`config.mk`:
```
export PLATFORM = sky130hd
export DESIGN_NAME = ccs_clock_switch
export DESIGN_NICKNAME = d
export VERILOG_FILES = /design/src/hdl/ccs_pkg.sv /design/src/hdl/ccs_clock_switch.sv
export VERILOG_INCLUDE_DIRS = /design/src /design/src/hdl
export SDC_FILE = /design/constraint.sdc
export NUM_CORES = 1
export LEC_CHECK = 0
export BUFFER_PORTS_ARGS = -buffer_cell sky130_fd_sc_hd__buf_2
export CORE_ASPECT_RATIO = 2
export CORE_MARGIN = 2
export CORE_UTILIZATION = 30
export CTS_BUF_LIST = sky130_fd_sc_hd__clkbuf_4
export DETAILED_ROUTE_END_ITERATION = 8
export PLACE_DENSITY = 0.65
export SLEW_MARGIN = 20
export SYNTH_ARGS = -nofsm -noshare
export SYNTH_HDL_FRONTEND = slang
export SYNTH_SLANG_ARGS = --single-unit
export TNS_END_PERCENT = 20
```
`constraint.sdc`:
```
create_clock -name clk_sys -period 2.4 [get_ports clk_sys]
set_input_delay 0.12 -clock clk_sys [delete_from_list [all_inputs] [get_ports clk_sys]]
set_output_delay 0.12 -clock clk_sys [all_outputs]
set_load 0.01 [all_outputs]
```
`src/hdl/ccs_params.svh`:
```
// Register offsets, field positions, reset values and switchover counts.
`ifndef CCS_PARAMS_SVH
`define CCS_PARAMS_SVH
`define CCS_ADDR_CLKCTL      8'h00
`define CCS_ADDR_OSCMODE     8'h04
`define CCS_ADDR_OSCHALT     8'h08
`define CCS_BIT_MAIN_SEL     4
`define CCS_BIT_MAIN_STAT    5
`define CCS_BIT_CPU_SEL      6
`define CCS_BIT_CPU_STAT     7
`define CCS_BIT_MAIN_PIN     0
`define CCS_BIT_MAIN_EXT     1
`define CCS_BIT_SUB_PIN      2
`define CCS_BIT_SUB_EXT      3
`define CCS_BIT_ONCHIP_HALT  0
`define CCS_BIT_MAIN_HALT    1
`define CCS_BIT_SUB_HALT     2
`define CCS_OSCHALT_RESET    8'h06
`define CCS_SWITCH_FIXED2    8'h02
`define CCS_SWITCH_FIXED3    8'h03
`define CCS_SWITCH_ONE       8'h01
`define CCS_OSCHALT_MASK     8'h07
`define CCS_HTRANS_NONSEQ    2'h2
`define CCS_HSIZE_WORD       3'h2
`endif

```
`src/hdl/ccs_pkg.sv`:
```
// Types shared by the clock source switch.
package ccs_pkg;
	typedef struct packed {
		logic       cpuSub;
		logic       mainHigh;
	} ccs_src_t;
	typedef enum logic [2:0] {
		ccs_idle_s   = 3'b001,
		ccs_wait_s   = 3'b010,
		ccs_commit_s = 3'b100
	} ccs_state_t;
endpackage

```
`src/hdl/ccs_clock_switch.sv`:
```
// CPU clock source selection with delayed switchover and an AHB-Lite slave.
`timescale 1ns/10ps
`include "ccs_params.svh"
module ccs_clock_switch
	import ccs_pkg::*;
#(
	parameter logic [7:0] RATIO_HIGH_ONCHIP = 8'h01,
	parameter logic [7:0] RATIO_ONCHIP_HIGH = 8'h01,
	parameter logic [7:0] RATIO_MAIN_SUB    = 8'h02,
	parameter bit         HIGH_GE_ONCHIP    = 1'b1
) (
	input  wire logic        clk_sys,
	input  wire logic        rst_n,
	input  wire logic        hsel,
	input  wire logic [7:0]  haddr,
	input  wire logic [1:0]  htrans,
	input  wire logic        hwrite,
	input  wire logic [2:0]  hsize,
	input  wire logic [31:0] hwdata,
	input  wire logic        hready,
	output logic      [31:0] hrdata,
	output logic             hreadyout,
	output logic             hresp,
	output ccs_src_t         cpuSrc,
	output ccs_src_t         periphSrc,
	output logic      [7:0]  oscMode,
	output logic      [7:0]  oscHalt
);
	// Switch latencies are counted in edges of this clock, which stands for
	// the CPU clock in use before the switch. The ratio parameters must be
	// rounded up by the integrator: a fractional ratio cut short here would
	// let the mux move before the old source has run its full count.
	// Bus timing: zero wait states. A write lands at the edge that closes
	// its data phase; a read returns the register as it stood at the edge
	// that took its address phase. A read whose address phase overlaps the
	// data phase of a write to the same register sees the old value, so a
	// master that wants the new value leaves one idle cycle in between.
	ccs_src_t   selReq;
	ccs_src_t   next_target;
	ccs_src_t   target;
	ccs_state_t state;
	logic [7:0] waitCount;
	logic [7:0] next_latency;
	logic       oscModeLocked;
	logic       wrPending;
	logic [7:0] wrAddr;
	logic       mainChange;
	logic       cpuChange;
	logic [7:0] ctlView;

	// Address phase capture: only word writes are decoded in the data phase.
	// Narrow writes are dropped whole rather than merged into a byte lane.
	always_ff @(posedge clk_sys) begin
		if (!rst_n) begin
			wrPending <= 1'b0;
			wrAddr    <= 8'h00;
		end else if (hready) begin
			wrPending <= hsel && hwrite && htrans == `CCS_HTRANS_NONSEQ
				&& hsize == `CCS_HSIZE_WORD;
			wrAddr    <= haddr;
		end
	end

	// The slave never stalls and always answers OKAY.
	// Both are still flops so that every output leaves a register.
	always_ff @(posedge clk_sys) begin
		if (!rst_n) begin
			hreadyout <= 1'b1;
			hresp     <= 1'b0;
		end else begin
			hreadyout <= 1'b1;
			hresp     <= 1'b0;
		end
	end

	// Selection bits are software state; the switch engine reads them.
	always_ff @(posedge clk_sys) begin
		if (!rst_n) begin
			selReq <= '0;
		end else if (wrPending && wrAddr == `CCS_ADDR_CLKCTL) begin
			selReq.mainHigh <= hwdata[`CCS_BIT_MAIN_SEL];
			selReq.cpuSub   <= hwdata[`CCS_BIT_CPU_SEL];
		end
	end

	// Mode register takes the first write after reset and then locks.
	// Later writes are ignored whatever their value; only a reset opens
	// the register again.
	always_ff @(posedge clk_sys) begin
		if (!rst_n) begin
			oscMode       <= 8'h00;
			oscModeLocked <= 1'b0;
		end else if (wrPending && wrAddr == `CCS_ADDR_OSCMODE
			&& !oscModeLocked) begin
			oscMode       <= hwdata[7:0];
			oscModeLocked <= 1'b1;
		end
	end

	// Halt bits are software owned; the host must keep the active one on.
	// Nothing here refuses a halt of the running source: the guard lives in
	// software, so a wrong write stops the clock that the CPU uses.
	always_ff @(posedge clk_sys) begin
		if (!rst_n) begin
			oscHalt <= `CCS_OSCHALT_RESET;
		end else if (wrPending && wrAddr == `CCS_ADDR_OSCHALT) begin
			oscHalt <= hwdata[7:0] & `CCS_OSCHALT_MASK;
		end
	end

	// One request at a time: the CPU source change wins over the main one,
	// since the main change is invisible while the CPU runs on sub.
	// A pending main change is then taken up on the next idle cycle, with
	// its own latency counted on the clock that runs at that time.
	always_comb begin
		mainChange   = selReq.mainHigh != cpuSrc.mainHigh;
		cpuChange    = selReq.cpuSub != cpuSrc.cpuSub;
		next_target  = cpuSrc;
		next_latency = `CCS_SWITCH_FIXED2;
		if (cpuChange) begin
			next_target.cpuSub = selReq.cpuSub;
			next_latency = selReq.cpuSub ?
				8'(`CCS_SWITCH_ONE + (RATIO_MAIN_SUB << 1))
				: `CCS_SWITCH_FIXED3;
		end else if (mainChange) begin
			next_target.mainHigh = selReq.mainHigh;
			if (selReq.mainHigh) begin
				next_latency = HIGH_GE_ONCHIP ? `CCS_SWITCH_FIXED2
					: 8'(`CCS_SWITCH_ONE + RATIO_ONCHIP_HIGH);
			end else begin
				next_latency = HIGH_GE_ONCHIP ?
					8'(RATIO_HIGH_ONCHIP << 1)
					: `CCS_SWITCH_FIXED2;
			end
		end
	end

	// Switch engine: the old source keeps running while the count drains.
	// The target is frozen when the count starts, so a control write that
	// lands mid-count cannot swap in a change timed for another path.
	always_ff @(posedge clk_sys) begin
		if (!rst_n) begin
			state     <= ccs_idle_s;
			waitCount <= 8'h00;
			target    <= '0;
			cpuSrc    <= '0;
			periphSrc <= '0;
		end else begin
			unique case (state)
				ccs_idle_s: begin
					if (cpuChange || mainChange) begin
						target    <= next_target;
						waitCount <= next_latency - `CCS_SWITCH_ONE;
						state     <= ccs_wait_s;
					end
				end
				ccs_wait_s: begin
					// The last counted edge moves mux and status together,
					// so the switch lands on its limit and never later.
					if (waitCount <= `CCS_SWITCH_ONE) begin
						cpuSrc    <= target;
						periphSrc <= target;
						state     <= ccs_commit_s;
					end else begin
						waitCount <= waitCount - `CCS_SWITCH_ONE;
					end
				end
				ccs_commit_s: begin
					// One settle cycle on the new source before any further
					// change, so no clock pulse is cut short.
					state <= ccs_idle_s;
				end
			endcase
		end
	end

	// Read view: status bits come from the committed source only.
	always_comb begin
		ctlView = 8'h00;
		ctlView[`CCS_BIT_MAIN_SEL]  = selReq.mainHigh;
		ctlView[`CCS_BIT_CPU_SEL]   = selReq.cpuSub;
		ctlView[`CCS_BIT_MAIN_STAT] = cpuSrc.mainHigh;
		ctlView[`CCS_BIT_CPU_STAT]  = cpuSrc.cpuSub;
	end

	// Read data is registered in the address phase so that it stands
	// through the whole data phase that follows.
	always_ff @(posedge clk_sys) begin
		if (!rst_n) begin
			hrdata <= 32'h0000_0000;
		end else if (hready && hsel && !hwrite
			&& htrans == `CCS_HTRANS_NONSEQ) begin
			unique case (haddr)
				`CCS_ADDR_CLKCTL:  hrdata <= {24'h000000, ctlView};
				`CCS_ADDR_OSCMODE: hrdata <= {24'h000000, oscMode};
				`CCS_ADDR_OSCHALT: hrdata <= {24'h000000, oscHalt};
				default:           hrdata <= 32'h0000_0000;
			endcase
		end
	end
endmodule // ccs_clock_switch

```
# == Yosys cells after proc, flatten, opt, wreduce, memory -nomap -nowiden ==
# Index checks and enable logic that the tools add are counted.
# totals
regBits,70
in_bits,50
output_inout_bits,54
elab_cells,63
# classes
addsub,2
n_lt_le_gt_ge,1
eq_ne,14
muxes,12
n_reduce_logical,20
# ops
cell,count
8-bit case mux with 3 select lines,1
8-bit by 3-bit == test with 1-bit output (second input constant),2
8-bit by 4-bit == test with 1-bit output (second input constant),2
8-bit zero test,2
8-bit 2-to-1 mux,2
8-bit case mux with 2 select lines,1
8-bit by 1-bit subtractor with 8-bit output (second input constant),2
3-bit 2-to-1 mux,4
1-bit logical AND,10
3-bit case mux with 3 select lines,1
8-bit by 1-bit less-or-equal comparator with 1-bit output (second input constant),1
3-bit by 2-bit == test with 1-bit output (second input constant),2
2-bit inequality test (second input constant),3
2-bit AND reduction,3
3-bit by 1-bit == test with 1-bit output (second input constant),1
3-bit == test (second input constant),1
1-bit 2-to-1 mux,3
3-bit AND reduction,1
2-bit == test (second input constant),1
1-bit zero test,2
1-bit inequality test,2
2-bit nonzero test,1
1-bit logical OR,1

# == Logic depth before layout (Yosys ltp) ==
# depth
ltp_word,5
depth_mapped,7
depth_no_buf,6

# == Worst setup path after synthesis ==
# No wires, ideal clock.
# synth_timing
path_kind,register to register
start,"reg, netlist name periphSrc[1]"
end,reg waitCount[6]
setup_ns,0.072
t_arrival_ns,1.906
required_time_ns,2.328
slack_ns,0.423
path_stages_with_launch,6
path_buffers,0
period_less_slack_ns,1.977
cell_sequence,dfxtp_1 > inv_1 > ha_1 > a2111o_1 > a2111oi_0 > mux2i_1
# synth_lines
element,line_no,text
end signal: assignment,ccs_clock_switch.sv:153,waitCount <= next_latency - `CCS_SWITCH_ONE;
end signal: assignment,ccs_clock_switch.sv:165,waitCount <= waitCount - `CCS_SWITCH_ONE;
end: declaration,ccs_clock_switch.sv:42,logic [7:0] waitCount;

# == Worst setup path after layout ==
# layout_timing
start,reg waitCount[0]
end,reg waitCount[6]
# layout_via
elab_chain_len,3
elab_cells_between_ends,6
classes_between,add/sub: 1; order compare: 1; eq/ne: 1; mux: 2; reduce/logical: 1
# layout_rtl
element
8-bit by 1-bit subtractor with 8-bit output (no line) or 8-bit by 1-bit less-or-equal comparator with 1-bit output (tied branches)
8-bit 2-to-1 mux or 2-bit inequality test (tied branches)
8-bit case mux with 2 select lines or 3-bit AND reduction (tied branches)
# Parallel ways exist; a longest one is shown, timed or not. The select of a mux whose other input is x is not followed.
# A chain may end at the register's enable or synchronous reset.

==> impl_metrics.py <==
metrics = {
    "synthesis": {
        "synth-seq-cells": 46,
        "synth_edf_count": 0,
        "syn-cell-area_um2": 2420,
        "synth_cells": 272,
        "synth.distinct_cells": 47,
        "synth_largest_area_cell": "dfxtp_1",
        "ys_warn_count": 0,
        "synth-async-reset-ratio_pct": 0,
        "synth_flop_cell": "dfxtp_1",
        "ys_top_cells_by_area": "dfxtp_1, buf_4, mux2i_1",
        "seq_area_frac_synth_pct": 38.1,
        "synth.top_cell.area_share_pct": 38.1,
        "postSynthAreaPerCell_um2": 8.88,
    },
    "route": {
        "num_vias": 2019,
        "dr.pass1.iters": 4,
        "ant_nets": 0,
        "first_iter_violations": 63,
        "vias_per_cell": 4.80,
        "drt_wl_total_um": 5680,
        "avgRoutedWirePerCell_um": 13.5,
        "remaining_drc_errors": 0,
    },
    "critical_path": {
        "r2r_setup_slack_ns": 0.19,
        "cp_data_required_time_ns": 2.71,
        "reg2reg_depth": 7,
        "crit_arrival_ns": 2.51,
        "r2r-start": "waitCount[0]",
        "cp-end-kind": "flip-flop",
        "r2r_end": "waitCount[6]",
        "setup.worst_path.class": "flip-flop to flip-flop",
        "cp-start-kind": "flip-flop",
        "path_max_fanout": 6,
    },
    "global_routing": {
        "antenna_found_initial": 0,
        "track_usage_pct": 13.7,
        "overflow": 0,
        "grt_max_degree": 38,
        "grt_pass1_vias": 1922,
        "grt_pass1_wl_um": 8920,
    },
    "clock_tree": {
        "numCtsBuffers": 5,
        "htreeDepth": 2,
        "cts.sinks": 46,
        "cts_tree": "built",
        "cts_root_buffer": "clkbuf_4",
        "clock_latency_ns": 0.37,
        "ctsResizeCount": 0,
        "post_cts_buffers": 0,
        "clk_pin_slew_worst_paths_ns": 0.13,
        "clockBufferDepth": 2,
    },
    "placement": {
        "dp_hpwl_um": 4590,
        "dpl-instance-area_um2": 2620,
        "dp_worst_setup_slack_ns": 0.217,
        "io_buffers": 48,
        "dp.cells": 405,
        "gp_congestion": 0.844,
    },
    "hold_path": {
        "min_from": "haddr[4]",
        "min_delay_path_depth": 3,
        "hp-class": "primary input to flip-flop",
        "holdPathEnd": "wrAddr[4]",
    },
    "timing": {
        "tns_ns": 0,
        "finalSetupViolCount": 0,
        "fin_crit_ns": 2.21,
        "finalMaxSlewViolations": 0,
        "max-slew-margin-rel_pct": 46.8,
        "fmax_ghz": 0.453,
        "hold_viol": 0,
        "fin_crit_sh_pct": 92.0,
        "fin_skew_ns": 0.0108,
        "timing.hold.ws_ns": 0.0185,
        "rsz0062_at_grt": "no",
        "fin_ws_ns": 0.193,
        "worst_pin_slew_ns": 0.791,
    },
    "floorplan": {
        "start_util_pct": 30.6,
        "core_area_um2": 7890,
        "die_w_um": 67.5,
        "fp.dieArea_um2": 8830,
        "io_pins": 104,
        "rows": 46,
        "die_h_um": 131,
    },
    "pwr": {
        "p_leak_nw": 1.31,
        "power_density_nw_per_um2": 469,
        "finalPower_mw": 1.30,
        "irDropWorstVdd_uv": 225,
    },
    "cells_and_area": {
        "fin_cells": 421,
        "num_antenna_cells": 0,
        "fin_area_um2": 2770,
        "drive_above_1_share_pct": 21.5,
        "utilization_pct": 35.1,
        "syn2layout_area_growth_pct": 14.4,
        "final_nets": 381,
        "fillers": 867,
    },
    "status": {
        "status": "finished, final reports clean",
    },
    "run": {
        "cap_violations": 0,
    },
}
## flip-flops by register name, summed over array words and instances (netlist names), 2 cells and up
register	count
periphSrc	2
hrdata	8
oscMode	8
target	2
waitCount	8
ctlView	2
wrAddr	8
oscHalt	3
state	3
## kinds of logic after synthesis
| logic type | synth area share [%] |
|---|---|
| buffers and inverters | 14.1 |
| muxes | 11.8 |
| adders and majority gates | 3.11 |
| DFF | 38.1 |
| AOI/OAI and AO/OA | 11.3 |
| and+or+nand+nor | 20.9 |
| other | 0.311 |
| xor gates and xnor gates | 0.363 |
## critical path, cell delays in order (launching register included)
cell and delay, ns:
dfxtp_1 0.46, inv_1 0.07, ha_1 0.24, nor2_1 0.27
o41ai_4 0.13, buf_4 0.21, a2111oi_0 0.51, mux2i_1 0.23
## synthesized netlist by cell type, drive strengths merged (4+ instances only)
master / count
a21oi: 15
buf: 39
clkbuf: 7
dfxtp: 46
ha: 6
inv: 9
mux2i: 25
nand2: 17
nand3: 10
nor2: 33
nor2b: 5
nor3: 6
o21ai: 5
or4: 4
## routing by layer
metal  routed length (µm)  share of wire [%]  track usage, %
met1                 1910                 34            12.5
met2                 3300                 58            25.9
met3                  275                4.8            3.25
met4                  193                3.4            8.64
met5                    0                  0               0
## area by class of cell
class                           instances  area [µm²]  area share, %
Tap cell                               96         120           4.34
Clock buffer                            7        52.6           1.90
Timing Repair Buffer                   63         375           13.6
Multi-Input combinational cell        200        1260           45.7
Inverter                                9        33.8           1.22
Sequential cell                        46         921           33.3
## cells in the final DEF, fill, tap and decap left out, drive strengths merged, types with 6 or more instances in the layout
| cell | instances |
|---|---|
| conb | 31 |
| nand3 | 10 |
| nor2 | 33 |
| dlygate4sd3 | 9 |
| buf | 54 |
| a21oi | 15 |
| clkbuf | 7 |
| nand2 | 17 |
| dfxtp | 46 |
| ha | 6 |
| inv | 9 |
| nor3 | 6 |
| mux2i | 25 |
## timing repair
action                     in CTS  in global routing
setup endpoints to repair       0                  0
hold endpoints to repair       11                  0
hold buffers                    9                  0
## how the worst max path moves through the flow
| stage | from | end | slack [ns] | depth (start not counted) |
|---|---|---|---|---|
| CTS | waitCount[0] | waitCount[6] | 0.19 | 7 |
| finish | waitCount[0] | waitCount[6] | 0.19 | 7 |
| global route | waitCount[0] | waitCount[6] | 0.03 | 7 |
| floorplan | periphSrc[1] | waitCount[6] | 0.42 | 5 |
| global placement | waitCount[0] | waitCount[6] | 0.31 | 7 |
| detailed placement | waitCount[0] | waitCount[6] | 0.22 | 7 |
## power breakdown
group          switching, mW  leakage [nW]  internal [mW]
clock network          0.240        0.0322          0.133
registers             0.0121         0.372          0.779
logic                 0.0785         0.908         0.0536
total                  0.331          1.31          0.966
No activity file was read; power rests on OpenSTA's default activity.
